==> src/logic/ami_pkg.sv <==
// constants and types for the asynchronous memory interface
// Function
// - read_write_sel high reads, low writes
// - output enable low in read strobe
// - write enable low in write strobe
// - four active-low chip selects, one per space
// - normal mode: select spans whole cycle
// - select-strobe mode: select only during strobe
// - address from word address plus bank bits
// - lowest address bit is word LSB
// - bank bits carry halfword or byte LSBs
// - 8 or 16 bit width per space
// - asserted wait lengthens strobe when enabled
// - per-input wait polarity
// - setup from address valid to strobe
// - strobe from strobe assert to deassert
// - hold from strobe end to cycle end
// - separate read and write timings
// - durations counted in interface clocks
// - NAND mode ECC over 512 bytes, on 8 bit spaces only
// - select-strobe bit: 0 normal, 1 strobe
// - timing fields hold cycles minus one
// - turnaround gap, skipped for RR, same-space WW
package ami_pkg;
  localparam int SPACES       = 4;
  localparam int ADDR_W       = 25;
  localparam int EXT_ADDR_W   = 23;
  localparam int DATA_W       = 16;
  localparam int SETUP_W      = 4;
  localparam int STROBE_W     = 6;
  localparam int HOLD_W       = 3;
  localparam int TA_W         = 2;
  localparam int CNT_W        = 6;
  localparam int GAP_W        = 3;
  localparam int ECC_IDX_W    = 9;
  localparam int ECC_W        = 24;
  localparam logic [ECC_IDX_W-1:0] ECC_LAST_BYTE = 9'h1ff;
  localparam logic [SPACES-1:0]    CS_IDLE_N     = 4'hf;

  typedef enum logic [2:0] {
    AMI_IDLE,
    AMI_TURN,
    AMI_SETUP,
    AMI_STROBE,
    AMI_HOLD
  } ami_state_t;
endpackage

==> src/logic/ami_async_memory_interface.sv <==
// asynchronous external memory cycle engine with NAND ECC accumulator
`timescale 1ns/10ps
module ami_async_memory_interface (
  input  wire logic        clk,
  input  wire logic        reset,
  input  wire logic        ce,
  // request side
  input  wire logic        req_valid,
  output logic             req_ready,
  input  wire logic        req_write,
  input  wire logic [1:0]  req_space,
  input  wire logic [24:0] req_addr,
  input  wire logic [15:0] req_wdata,
  // read return
  output logic             rd_valid,
  output logic [15:0]      rd_data,
  // per-space configuration, one field per space
  input  wire logic [3:0]  select_strobe,
  input  wire logic [3:0]  extended_wait_enable,
  input  wire logic [3:0]  wide_bus,
  input  wire logic [3:0]  nand_mode,
  input  wire logic [15:0] r_setup,
  input  wire logic [23:0] r_strobe,
  input  wire logic [11:0] r_hold,
  input  wire logic [15:0] w_setup,
  input  wire logic [23:0] w_strobe,
  input  wire logic [11:0] w_hold,
  input  wire logic [7:0]  turnaround_min,
  input  wire logic [3:0]  wait_polarity,
  input  wire logic [3:0]  wait_in,
  // NAND ECC accumulator
  input  wire logic        ecc_clear,
  output logic             ecc_done,
  output logic [23:0]      ecc_value,
  // memory pins
  output logic [22:0]      ext_addr_out,
  output logic [1:0]       bank_addr_out,
  output logic [3:0]       chip_sel_n,
  output logic             read_write_sel,
  output logic             output_enable_n,
  output logic             write_enable_n,
  input  wire logic [15:0] ext_data_bus_in,
  output logic [15:0]      ext_data_bus_out,
  output logic             ext_data_bus_oe
);

  typedef struct packed {
    ami_pkg::ami_state_t            state;
    logic [ami_pkg::CNT_W-1:0]      cnt;
    logic [1:0]                     space;
    logic                           write;
    logic [ami_pkg::ADDR_W-1:0]     addr;
    logic [ami_pkg::DATA_W-1:0]     wdata;
    logic [ami_pkg::DATA_W-1:0]     rdata;
    logic                           rd_valid;
    logic                           last_valid;
    logic                           last_write;
    logic [1:0]                     last_space;
    logic [ami_pkg::GAP_W-1:0]      gap;
    logic [ami_pkg::SPACES-1:0]     cs_n;
    logic                           oe_n;
    logic                           we_n;
    logic                           rw;
    logic                           data_oe;
    logic [ami_pkg::ECC_IDX_W-1:0]  ecc_idx;
    logic [ami_pkg::ECC_IDX_W-1:0]  ecc_odd;
    logic [ami_pkg::ECC_IDX_W-1:0]  ecc_even;
    logic [5:0]                     ecc_col;
    logic [ami_pkg::ECC_W-1:0]      ecc_value;
    logic                           ecc_done;
  } ami_regs_t;

  // idle pins: selects and strobes high, rw parked at read
  localparam ami_regs_t RESET_REGS = '{
    state:      ami_pkg::AMI_IDLE,
    cnt:        '0,
    space:      '0,
    write:      1'b0,
    addr:       '0,
    wdata:      '0,
    rdata:      '0,
    rd_valid:   1'b0,
    last_valid: 1'b0,
    last_write: 1'b0,
    last_space: '0,
    gap:        '0,
    cs_n:       ami_pkg::CS_IDLE_N,
    oe_n:       1'b1,
    we_n:       1'b1,
    rw:         1'b1,
    data_oe:    1'b0,
    ecc_idx:    '0,
    ecc_odd:    '0,
    ecc_even:   '0,
    ecc_col:    '0,
    ecc_value:  '0,
    ecc_done:   1'b0
  };

  ami_regs_t state_reg;
  ami_regs_t state_next;

  logic [ami_pkg::SETUP_W-1:0]  setup_sel;
  logic [ami_pkg::STROBE_W-1:0] strobe_sel;
  logic [ami_pkg::HOLD_W-1:0]   hold_sel;
  logic [ami_pkg::TA_W-1:0]     ta_sel;
  logic [ami_pkg::GAP_W-1:0]    gap_left;
  logic                         need_gap;
  logic                         wait_asserted;
  logic                         ecc_take;
  logic [7:0]                   ecc_byte;
  logic [1:0]                   sp;
  logic                         wr;

  // per-space views of the flattened configuration buses
  logic [ami_pkg::SETUP_W-1:0]  r_setup_sp  [ami_pkg::SPACES];
  logic [ami_pkg::SETUP_W-1:0]  w_setup_sp  [ami_pkg::SPACES];
  logic [ami_pkg::STROBE_W-1:0] r_strobe_sp [ami_pkg::SPACES];
  logic [ami_pkg::STROBE_W-1:0] w_strobe_sp [ami_pkg::SPACES];
  logic [ami_pkg::HOLD_W-1:0]   r_hold_sp   [ami_pkg::SPACES];
  logic [ami_pkg::HOLD_W-1:0]   w_hold_sp   [ami_pkg::SPACES];
  logic [ami_pkg::TA_W-1:0]     ta_sp       [ami_pkg::SPACES];
  logic [ami_pkg::SPACES-1:0]   wait_sp;

  // one slice set per chip-select space
  for (genvar g = 0; g < ami_pkg::SPACES; g++) begin : g_space
    assign r_setup_sp[g]  = r_setup[g*ami_pkg::SETUP_W +:
                                    ami_pkg::SETUP_W];
    assign w_setup_sp[g]  = w_setup[g*ami_pkg::SETUP_W +:
                                    ami_pkg::SETUP_W];
    assign r_strobe_sp[g] = r_strobe[g*ami_pkg::STROBE_W +:
                                     ami_pkg::STROBE_W];
    assign w_strobe_sp[g] = w_strobe[g*ami_pkg::STROBE_W +:
                                     ami_pkg::STROBE_W];
    assign r_hold_sp[g]   = r_hold[g*ami_pkg::HOLD_W +:
                                   ami_pkg::HOLD_W];
    assign w_hold_sp[g]   = w_hold[g*ami_pkg::HOLD_W +:
                                   ami_pkg::HOLD_W];
    assign ta_sp[g]       = turnaround_min[g*ami_pkg::TA_W +:
                                           ami_pkg::TA_W];

    // polarity: 1 means high is asserted
    assign wait_sp[g] = extended_wait_enable[g] &&
                        (wait_in[g] == wait_polarity[g]);
  end

  always_comb begin
    state_next    = state_reg;
    state_next.rd_valid = 1'b0;
    state_next.ecc_done = 1'b0;
    ecc_take      = 1'b0;
    ecc_byte      = 8'h00;
    need_gap      = 1'b0;
    sp            = state_reg.space;
    wr            = state_reg.write;
    if (state_reg.state == ami_pkg::AMI_IDLE) begin
      sp = req_space;
      wr = req_write;
    end
    setup_sel     = wr ? w_setup_sp[sp]  : r_setup_sp[sp];
    strobe_sel    = wr ? w_strobe_sp[sp] : r_strobe_sp[sp];
    hold_sel      = wr ? w_hold_sp[sp]   : r_hold_sp[sp];
    ta_sel        = ta_sp[sp];
    wait_asserted = wait_sp[sp];
    gap_left = (state_reg.gap == '0) ? '0 : state_reg.gap - 3'h1;

    unique case (state_reg.state)
      ami_pkg::AMI_IDLE: begin
        state_next.gap = gap_left;
        if (req_valid) begin
          state_next.space = req_space;
          state_next.write = req_write;
          state_next.addr  = req_addr;
          state_next.wdata = req_write ? req_wdata : state_reg.wdata;
          // gap skipped for RR and same-space WW
          need_gap = state_reg.last_valid &&
                     !((!state_reg.last_write && !req_write) ||
                       (state_reg.last_write && req_write &&
                        state_reg.last_space == req_space));
          // counters load field, i.e. cycles minus one
          if (!need_gap || state_reg.gap <= 3'h1) begin
            state_next.state = ami_pkg::AMI_SETUP;
            state_next.cnt   = ami_pkg::CNT_W'(setup_sel);
            state_next.gap   = '0;
          end else begin
            state_next.state = ami_pkg::AMI_TURN;
          end
        end
      end
      ami_pkg::AMI_TURN: begin
        state_next.gap = gap_left;
        if (state_reg.gap <= 3'h1) begin
          state_next.state = ami_pkg::AMI_SETUP;
          state_next.cnt   = ami_pkg::CNT_W'(setup_sel);
          state_next.gap   = '0;
        end
      end
      ami_pkg::AMI_SETUP: begin
        if (state_reg.cnt == '0) begin
          state_next.state = ami_pkg::AMI_STROBE;
          state_next.cnt   = strobe_sel;
        end else begin
          state_next.cnt = state_reg.cnt - 6'h01;
        end
      end
      ami_pkg::AMI_STROBE: begin
        if (wait_asserted) begin
          state_next.cnt = state_reg.cnt;
        end else if (state_reg.cnt == '0) begin
          state_next.state = ami_pkg::AMI_HOLD;
          state_next.cnt   = ami_pkg::CNT_W'(hold_sel);
          if (!state_reg.write) begin
            state_next.rd_valid = 1'b1;
            // narrow spaces read low byte only
            state_next.rdata = wide_bus[sp] ? ext_data_bus_in :
                               {8'h00, ext_data_bus_in[7:0]};
          end
          // low lane only, so wide spaces never feed the ECC
          ecc_take = nand_mode[sp] && !wide_bus[sp];
          ecc_byte = state_reg.write ? state_reg.wdata[7:0] :
                     ext_data_bus_in[7:0];
        end else begin
          state_next.cnt = state_reg.cnt - 6'h01;
        end
      end
      // hold, cycle ends on select release in normal mode
      ami_pkg::AMI_HOLD: begin
        if (state_reg.cnt == '0) begin
          state_next.state      = ami_pkg::AMI_IDLE;
          // gap is reckoned from the space just finished
          state_next.gap        = ami_pkg::GAP_W'(ta_sel) + 3'h1;
          state_next.last_valid = 1'b1;
          state_next.last_write = state_reg.write;
          state_next.last_space = state_reg.space;
        end else begin
          state_next.cnt = state_reg.cnt - 6'h01;
        end
      end
    endcase

    // row and column parity over 512 bytes
    if (ecc_clear) begin
      state_next.ecc_idx  = '0;
      state_next.ecc_odd  = '0;
      state_next.ecc_even = '0;
      state_next.ecc_col  = '0;
    end else if (ecc_take) begin
      for (int k = 0; k < ami_pkg::ECC_IDX_W; k++) begin
        if (state_reg.ecc_idx[k]) begin
          state_next.ecc_odd[k] = state_reg.ecc_odd[k] ^ (^ecc_byte);
        end else begin
          state_next.ecc_even[k] = state_reg.ecc_even[k] ^ (^ecc_byte);
        end
      end
      for (int c = 0; c < 3; c++) begin
        for (int b = 0; b < 8; b++) begin
          if (b[c]) begin
            state_next.ecc_col[2*c+1] = state_next.ecc_col[2*c+1]
                                        ^ ecc_byte[b];
          end else begin
            state_next.ecc_col[2*c] = state_next.ecc_col[2*c]
                                      ^ ecc_byte[b];
          end
        end
      end
      state_next.ecc_idx = state_reg.ecc_idx + 9'h001;
      if (state_reg.ecc_idx == ami_pkg::ECC_LAST_BYTE) begin
        state_next.ecc_value = {state_next.ecc_odd, state_next.ecc_even,
                                state_next.ecc_col};
        state_next.ecc_done  = 1'b1;
        state_next.ecc_idx   = '0;
        state_next.ecc_odd   = '0;
        state_next.ecc_even  = '0;
        state_next.ecc_col   = '0;
      end
    end

    // pins follow the phase being entered, so they come from flops
    state_next.cs_n    = ami_pkg::CS_IDLE_N;
    state_next.oe_n    = 1'b1;
    state_next.we_n    = 1'b1;
    state_next.rw      = 1'b1;
    state_next.data_oe = 1'b0;
    if (state_next.state == ami_pkg::AMI_SETUP ||
        state_next.state == ami_pkg::AMI_STROBE ||
        state_next.state == ami_pkg::AMI_HOLD) begin
      state_next.rw      = !state_next.write;
      state_next.data_oe = state_next.write;
      if (!select_strobe[state_next.space] ||
          state_next.state == ami_pkg::AMI_STROBE) begin
        state_next.cs_n[state_next.space] = 1'b0;
      end
      if (state_next.state == ami_pkg::AMI_STROBE) begin
        state_next.oe_n = state_next.write;
        state_next.we_n = !state_next.write;
      end
    end
  end

  // every phase counts interface clock cycles
  always_ff @(posedge clk) begin
    if (reset) begin
      state_reg <= RESET_REGS;
    end else if (ce) begin
      state_reg <= state_next;
    end
  end

  // combinational so a waiting request is taken without a lost cycle
  assign req_ready        = (state_reg.state == ami_pkg::AMI_IDLE) && ce;
  assign rd_valid         = state_reg.rd_valid;
  assign rd_data          = state_reg.rdata;
  assign ecc_done         = state_reg.ecc_done;
  assign ecc_value        = state_reg.ecc_value;
  // lowest pin is word address LSB
  assign ext_addr_out     = state_reg.addr[24:2];
  // halfword LSB on upper bank bit, bytes on both
  assign bank_addr_out    = wide_bus[state_reg.space] ?
                            {state_reg.addr[1], 1'b0} :
                            state_reg.addr[1:0];
  assign chip_sel_n       = state_reg.cs_n;
  assign read_write_sel   = state_reg.rw;
  assign output_enable_n  = state_reg.oe_n;
  assign write_enable_n   = state_reg.we_n;
  // narrow spaces use the low byte lane only
  assign ext_data_bus_out = wide_bus[state_reg.space] ? state_reg.wdata :
                            {8'h00, state_reg.wdata[7:0]};
  assign ext_data_bus_oe  = state_reg.data_oe;

endmodule

==> config.mk <==
export PLATFORM = sky130hd
export DESIGN_NAME = ami_async_memory_interface
export DESIGN_NICKNAME = d
export VERILOG_FILES = /design/src/logic/ami_pkg.sv /design/src/logic/ami_async_memory_interface.sv
export SDC_FILE = /design/constraint.sdc
export NUM_CORES = 1
export LEC_CHECK = 0
export BUFFER_PORTS_ARGS = -buffer_cell sky130_fd_sc_hd__clkbuf_2
export CORE_ASPECT_RATIO = 1.75
export CORE_MARGIN = 2
export CORE_UTILIZATION = 53
export CTS_BUF_LIST = sky130_fd_sc_hd__clkbuf_4
export DETAILED_ROUTE_END_ITERATION = 12
export PLACE_DENSITY = 0.83
export SLEW_MARGIN = 40
export SYNTH_ARGS = -nofsm -noshare
export SYNTH_HDL_FRONTEND = slang
export SYNTH_SLANG_ARGS = --single-unit
==> constraint.sdc <==
create_clock -name clk -period 2.91 [get_ports clk]
set_clock_uncertainty 0.05 [all_clocks]
set_input_delay 0.1455 -clock clk [delete_from_list [all_inputs] [get_ports clk]]
set_output_delay 0.1455 -clock clk [all_outputs]
set_load 0.005 [all_outputs]
After elaboration in Yosys (flattened, before gate mapping)
Index checks and enable logic that the tools add are counted.

RAM bits: 0. Logic and storage cells: 270. Flip-flop bits (word level): 143. Bits in latches: 0. Memories: 0. Bits of input ports: 201. ROM bits: 0. Output and inout port bits: 92.

Muxes and demuxes: 134. Div/mod/pow operators: 0. Bitwise gates (word level): 47. Equal/unequal tests: 19. Add/subtract/negate cells: 4. Reductions and logical operators: 37. Shift operators: 0. Multiply operators: 0. $lt $le $gt $ge: 6.

Operators by type and width (number): $mux 58 (2); $mux 1 (70); $mux 6 (10); $mux 53 (1); $mux 16 (3); $pmux 9 s5 (1); $mux 44 (1); $mux 3 (14); $xor 1x1->1 (42); $mux 8 (5); $mux 33 (1); $bmux 6 s2 (2); $mux 4 (6); $bmux 4 s2 (2); $bmux 3 s2 (2); $eq 3x2->1 const B (4); $ne 2x2->1 const B (6); $logic_and 1x1->1 (11); $bmux 1 s2 (5); $mux 2 (5); $add 9x1->9 const B (1); $eq 9x9->1 const B (1); $lt 2x3->1 const B (3); $mux 9 (1); 28 further kinds (48).

Longest topological paths before layout
Depth in word-level cells: 21. Mapped depth: 11. Depth with buffers taken out: 9.

Worst setup path before layout
OpenSTA, ideal clock, no wires.

Kind: register to register. From: register state_reg[134] in the netlist's numbering. To: register state_reg (netlist bit rd_data[7]). Stages on the path, launching flop included: 12. Required time: 2.732 ns. Arrival time: 2.441 ns. Library setup time: 0.128 ns. Period minus slack after synthesis: 2.619 ns. Path slack: 0.291 ns. Path buffers: 2. Cells stage by stage: dfxtp_1 inv_1 ha_1 nor3b_1 and3_1 nand4_1 and2_4 buf_6 nor3_4 buf_2 mux2i_1 nor2_1.

Cells in the longest elaborated chain, start to end: 2.

Ends and longest elaborated chain: start: declaration (line ami_async_memory_interface.sv:100) `ami_regs_t state_reg;`; start signal: assignment (line ami_async_memory_interface.sv:305) `state_reg <= state_next;`; $logic_not 6->1 (line ami_async_memory_interface.sv:209) `end else if (state_reg.cnt == '0) begin`; $reduce_and 5->1 (no source line).

No other way between the ends. A chain may end at the register's enable or synchronous reset.

Worst setup path in the final report
From: register state_reg[140] in the netlist's numbering. To: register state_reg (netlist bit rd_data[12]).

Cells in the longest elaborated chain, start to end: 6. Elaborated cells between the ends (all ways): 10. Those cells by class: 1 x eq/ne; 6 x mux; 1 x bitwise; 2 x reduce/logical.

Ends and longest elaborated chain: $logic_not 3->1 (line ami_async_memory_interface.sv:156) `if (state_reg.state == ami_pkg::AMI_IDLE) begin`; $mux 2 (line ami_async_memory_interface.sv:156); $bmux 1 s2 (line ami_async_memory_interface.sv:164) `wait_asserted = wait_sp[sp];`; $mux 1 (implied by the code) (line ami_async_memory_interface.sv:164); $not 1->1 (no source line); $reduce_and 5->1 (no source line).

Several ways; a longest one is shown, not always the timed one. The select of a mux whose other input is x is not followed.

==> metrics.md <==
| Metric | Value |
|---|---|
| Final ANT Viol Nets | 0 |
| Root Driver | clkbuf_4 |
| Clock share of power | 0.278 |
| R2R cell count | 9 |
| Via count | 9264 |
| Highest routed layer | met4 |
| Bufs on Longest Clock Path | 2 |
| Worst Hold End | state_reg[56] |
| FMAX | 0.3657 GHz |
| Maximum vdd drop | 0.0002566 V |
| Layout net count | 1577 |
| Net switching fraction of the power | 0.3418 |
| Post-synth top area share | 0.3279 |
| R2R Path End | rd_data[12] |
| Avg WL per Cell | 17.70 um |
| Outcome | complete, no violations |
| Syn Inst Count | 1075 |
| Placed Cells | 1474 |
| Drt pass-1 iters | 6 |
| HP Class | in -> reg |
| HPWL after DPL | 20050 um |
| Final min period | 2.734 ns |
| Die H | 173.8 um |
| DR WL met2 | 14540 um |
| Min-Delay Path Depth | 4 |
| Critical Path AT | 3.13 ns |
| Core area | 16290 sq um |
| Max FFs per register | 70 |
| Number of global-route vias before repair | 9146 |
| Multi-input gate area | 4984 sq um |
| FFs w/ async S/R, synth | 0 |
| Startpoint Class | flop |
| Routed length on met1 | 10020 um |
| Sequential element share of the synthesized area | 0.3279 |
| Critical Path End Type | flop |
| Die footprint | 17560 sq um |
| Reg2Reg Setup Slack | 0.18 ns |
| Area contributors post-synth | dfxtp_1 (33%), mux2i_1 (8.1%), buf_4 (6.7%) |
| Top-count cell post-synth | nand2_1 |
| Hold slack | 0.09612 ns |
| DR iter-0 viols | 637 |
| Internal power | 3.082 mW |
| Largest net degree at the start of global routing | 72 |
| Pre-CTS WS | 0.06519 ns |
| Crit path max fanout | 25 |
| CP Data Required Time | 3.30 ns |
| First-pass GRT wire length | 44530 um |
| Met3 WL | 1918 um |
| Leak | 4.701 nW |
| Synth cell types | 70 |
| Total CTS buffers | 17 |
| Mapped cell area | 8731 sq um |
| CTS tree | yes |
| WL final | 27920 um |
| MaxCap Viol Count | 0 |
| Via/cell ratio | 5.871 |
| Reg2reg start | state_reg[140] |
| Clk slew on worst S/H paths | 0.14 ns |
| Pwr/cell area | 419.4 nW/um^2 |
| Flop pwr share | 0.437 |
| FILL cells | 1314 |
| H-tree levels | 4 |
| Final setup TNS | 0 ns |
| Power share of the combinational group | 0.285 |
| Setup-failing EPs final | 0 |
| Mapped Avg Cell Area | 8.122 sq um |
| Floorplan row count | 62 |
| Post-layout utilization of the core | 0.6855 |
| EDFF count, synth | 0 |
| Area growth syn-to-layout | 27.90% |
| Min-delay src | ecc_clear |
| Share of layout cells above drive strength 1 | 0.3112 |
| GPL Wtd Cong | 0.9616 |
| DRC viols | 0 |
| Initial antenna violation count | 1 |
| Final Hold Fails | 0 |
| Slew headroom | 0.5309 |
| Final worst slack | 0.1756 ns |
| Max Slew Vio Count | 0 |
| Period Utilization, post-route | 0.9397 |
| Cell taking the most area after synthesis | dfxtp_1 |
| Yosys reg bits | 143 |
| Non-Filler Instances | 1578 |
| Top FF cell, synth | dfxtp_1 |
| IO Pins | 293 |
| Reg area | 2864 sq um |
| Most frequent cells after synthesis | nand2_1 (154), dfxtp_1 (143), a21oi_1 (97) |
| P_sw | 1.601 mW |
| RSZ-0062 raised after global routing | no |
| Synth warnings | 0 |
| Syn_nets | 1280 |
| Clk Latency, worst-skew pair | 0.56 ns |
| Die extent in x | 101.0 um |
| WS Path Type | reg -> reg |
| Clock Sinks | 143 |
| GRT Residual Overflow | 0 |
| Port bufs | 292 |
| Starting Density | 0.5359 |
| Worst Max-Slew Pin Slew | 0.7036 ns |
| Tot GR Track Use | 0.3156 |
[per-layer routing]
layer	vias to the layer above	track usage
met5	-	0
met4	0	0.1667
met3	131	0.05605
met2	465	0.5622
met1	4299	0.3478
li1	4369	-
[how the worst max path moves through the flow]
stage | slack (ns) | from | to | depth (start not counted)
finish | 0.18 | state_reg[140] | rd_data[12] | 9
detailed placement | 0.07 | state_reg[141] | state_reg[138] | 10
floorplan | 0.29 | state_reg[134] | rd_data[7] | 11
CTS | 0.04 | state_reg[141] | state_reg[138] | 10
global placement | 0.14 | state_reg[141] | state_reg[138] | 10
global route | 0.04 | state_reg[140] | state_reg[37] | 10
[logic make-up (layout without fill, tap and decap cells)]
family / after synthesis / count (layout) / share of synthesized area
and+or+nand+nor: 362 / 362 / 0.2023
AOI/OAI and AO/OA: 273 / 273 / 0.1998
buffers and inverters: 157 / 467 / 0.1073
DFF: 143 / 143 / 0.3279
muxes: 80 / 80 / 0.1007
xor gates and xnor gates: 56 / 56 / 0.05618
adders and majority gates: 4 / 4 / 0.005733
other: 0 / 1 / 0
[through the flow]
stage | power [mW] | cell area, sq um
after floorplan | 2.833 | 8731
after global placement | 3.272 | 10140
after detailed placement | 3.293 | 10150
after CTS | 4.646 | 11070
after global routing | 4.881 | 11170
final | 4.683 | 11170
[area by class of cell]
class / instances / share of cell area
Tap cell: 192 / 0.02151
Timing Repair Buffer: 428 / 0.2481
Clock inverter: 15 / 0.01367
Antenna cell: 1 / 0.0002241
Inverter: 7 / 0.002353
Clock buffer: 17 / 0.01143
Sequential cell: 143 / 0.2565
Multi-Input combinational cell: 775 / 0.4463
[placed cells by master (no fill, tap or decap), types with 3 or more instances in the layout]
| master | netlist | routed |
|---|---|---|
| nand3b_1 | 13 | 13 |
| inv_6 | 0 | 6 |
| o31ai_1 | 11 | 10 |
| xor2_1 | 25 | 25 |
| and3_1 | 19 | 19 |
| clkbuf_2 | 0 | 291 |
| dfxtp_1 | 143 | 142 |
| a31oi_1 | 23 | 23 |
| o221ai_1 | 3 | 3 |
| nor2_1 | 73 | 73 |
| nand2_1 | 154 | 154 |
| buf_12 | 0 | 10 |
| a211o_1 | 6 | 6 |
| nand3_1 | 26 | 26 |
| o22ai_1 | 11 | 11 |
| a32oi_1 | 3 | 3 |
| a21o_1 | 3 | 3 |
| or3_1 | 4 | 4 |
| nand2b_1 | 6 | 6 |
| inv_1 | 7 | 7 |
| a21oi_1 | 97 | 96 |
| clkinv_2 | 0 | 3 |
| nand4_1 | 4 | 4 |
| o21ai_0 | 40 | 40 |
| or4_1 | 6 | 5 |
| mux2i_1 | 71 | 71 |
| nor3_1 | 18 | 17 |
| dlygate4sd3_1 | 0 | 64 |
| mux4_2 | 6 | 6 |
| a311oi_1 | 18 | 18 |
| ha_1 | 4 | 4 |
| and2_1 | 12 | 12 |
| nor2b_1 | 5 | 5 |
| clkbuf_4 | 0 | 17 |
| a211oi_1 | 36 | 36 |
| xnor2_1 | 31 | 30 |
| buf_4 | 78 | 63 |
[power groups by stage]
| stage | Sequential (mW) | Clock (mW) | Combinational, mW |
|---|---|---|---|
| floorplan | 2.07 | 0 | 0.761 |
| global placement | 2.08 | 0 | 1.19 |
| detailed placement | 2.09 | 0 | 1.21 |
| CTS | 2.04 | 1.32 | 1.28 |
| global route | 2.05 | 1.39 | 1.44 |
| finish | 2.05 | 1.30 | 1.34 |
[worst max-delay path, stage by stage, from the launching register on]
cell and delay [ns]:
dfxtp_1 0.36, buf_12 0.17, or4b_1 0.56, nand4_1 0.14, nand4_1 0.16, nand2_1 0.20
buf_4 0.23, nand2_1 0.28, o21ai_0 0.36, a21oi_1 0.11
[what timing repair did]
action / 4_1_cts / 5_1_grt
resized for setup: 0 / 9
endpoints found under the hold margin: 83 / 0
buffers inserted: 0 / 7
hold buffers: 64 / 0
setup endpoints to repair: 0 / 23
(Power assumes the default switching activity.)
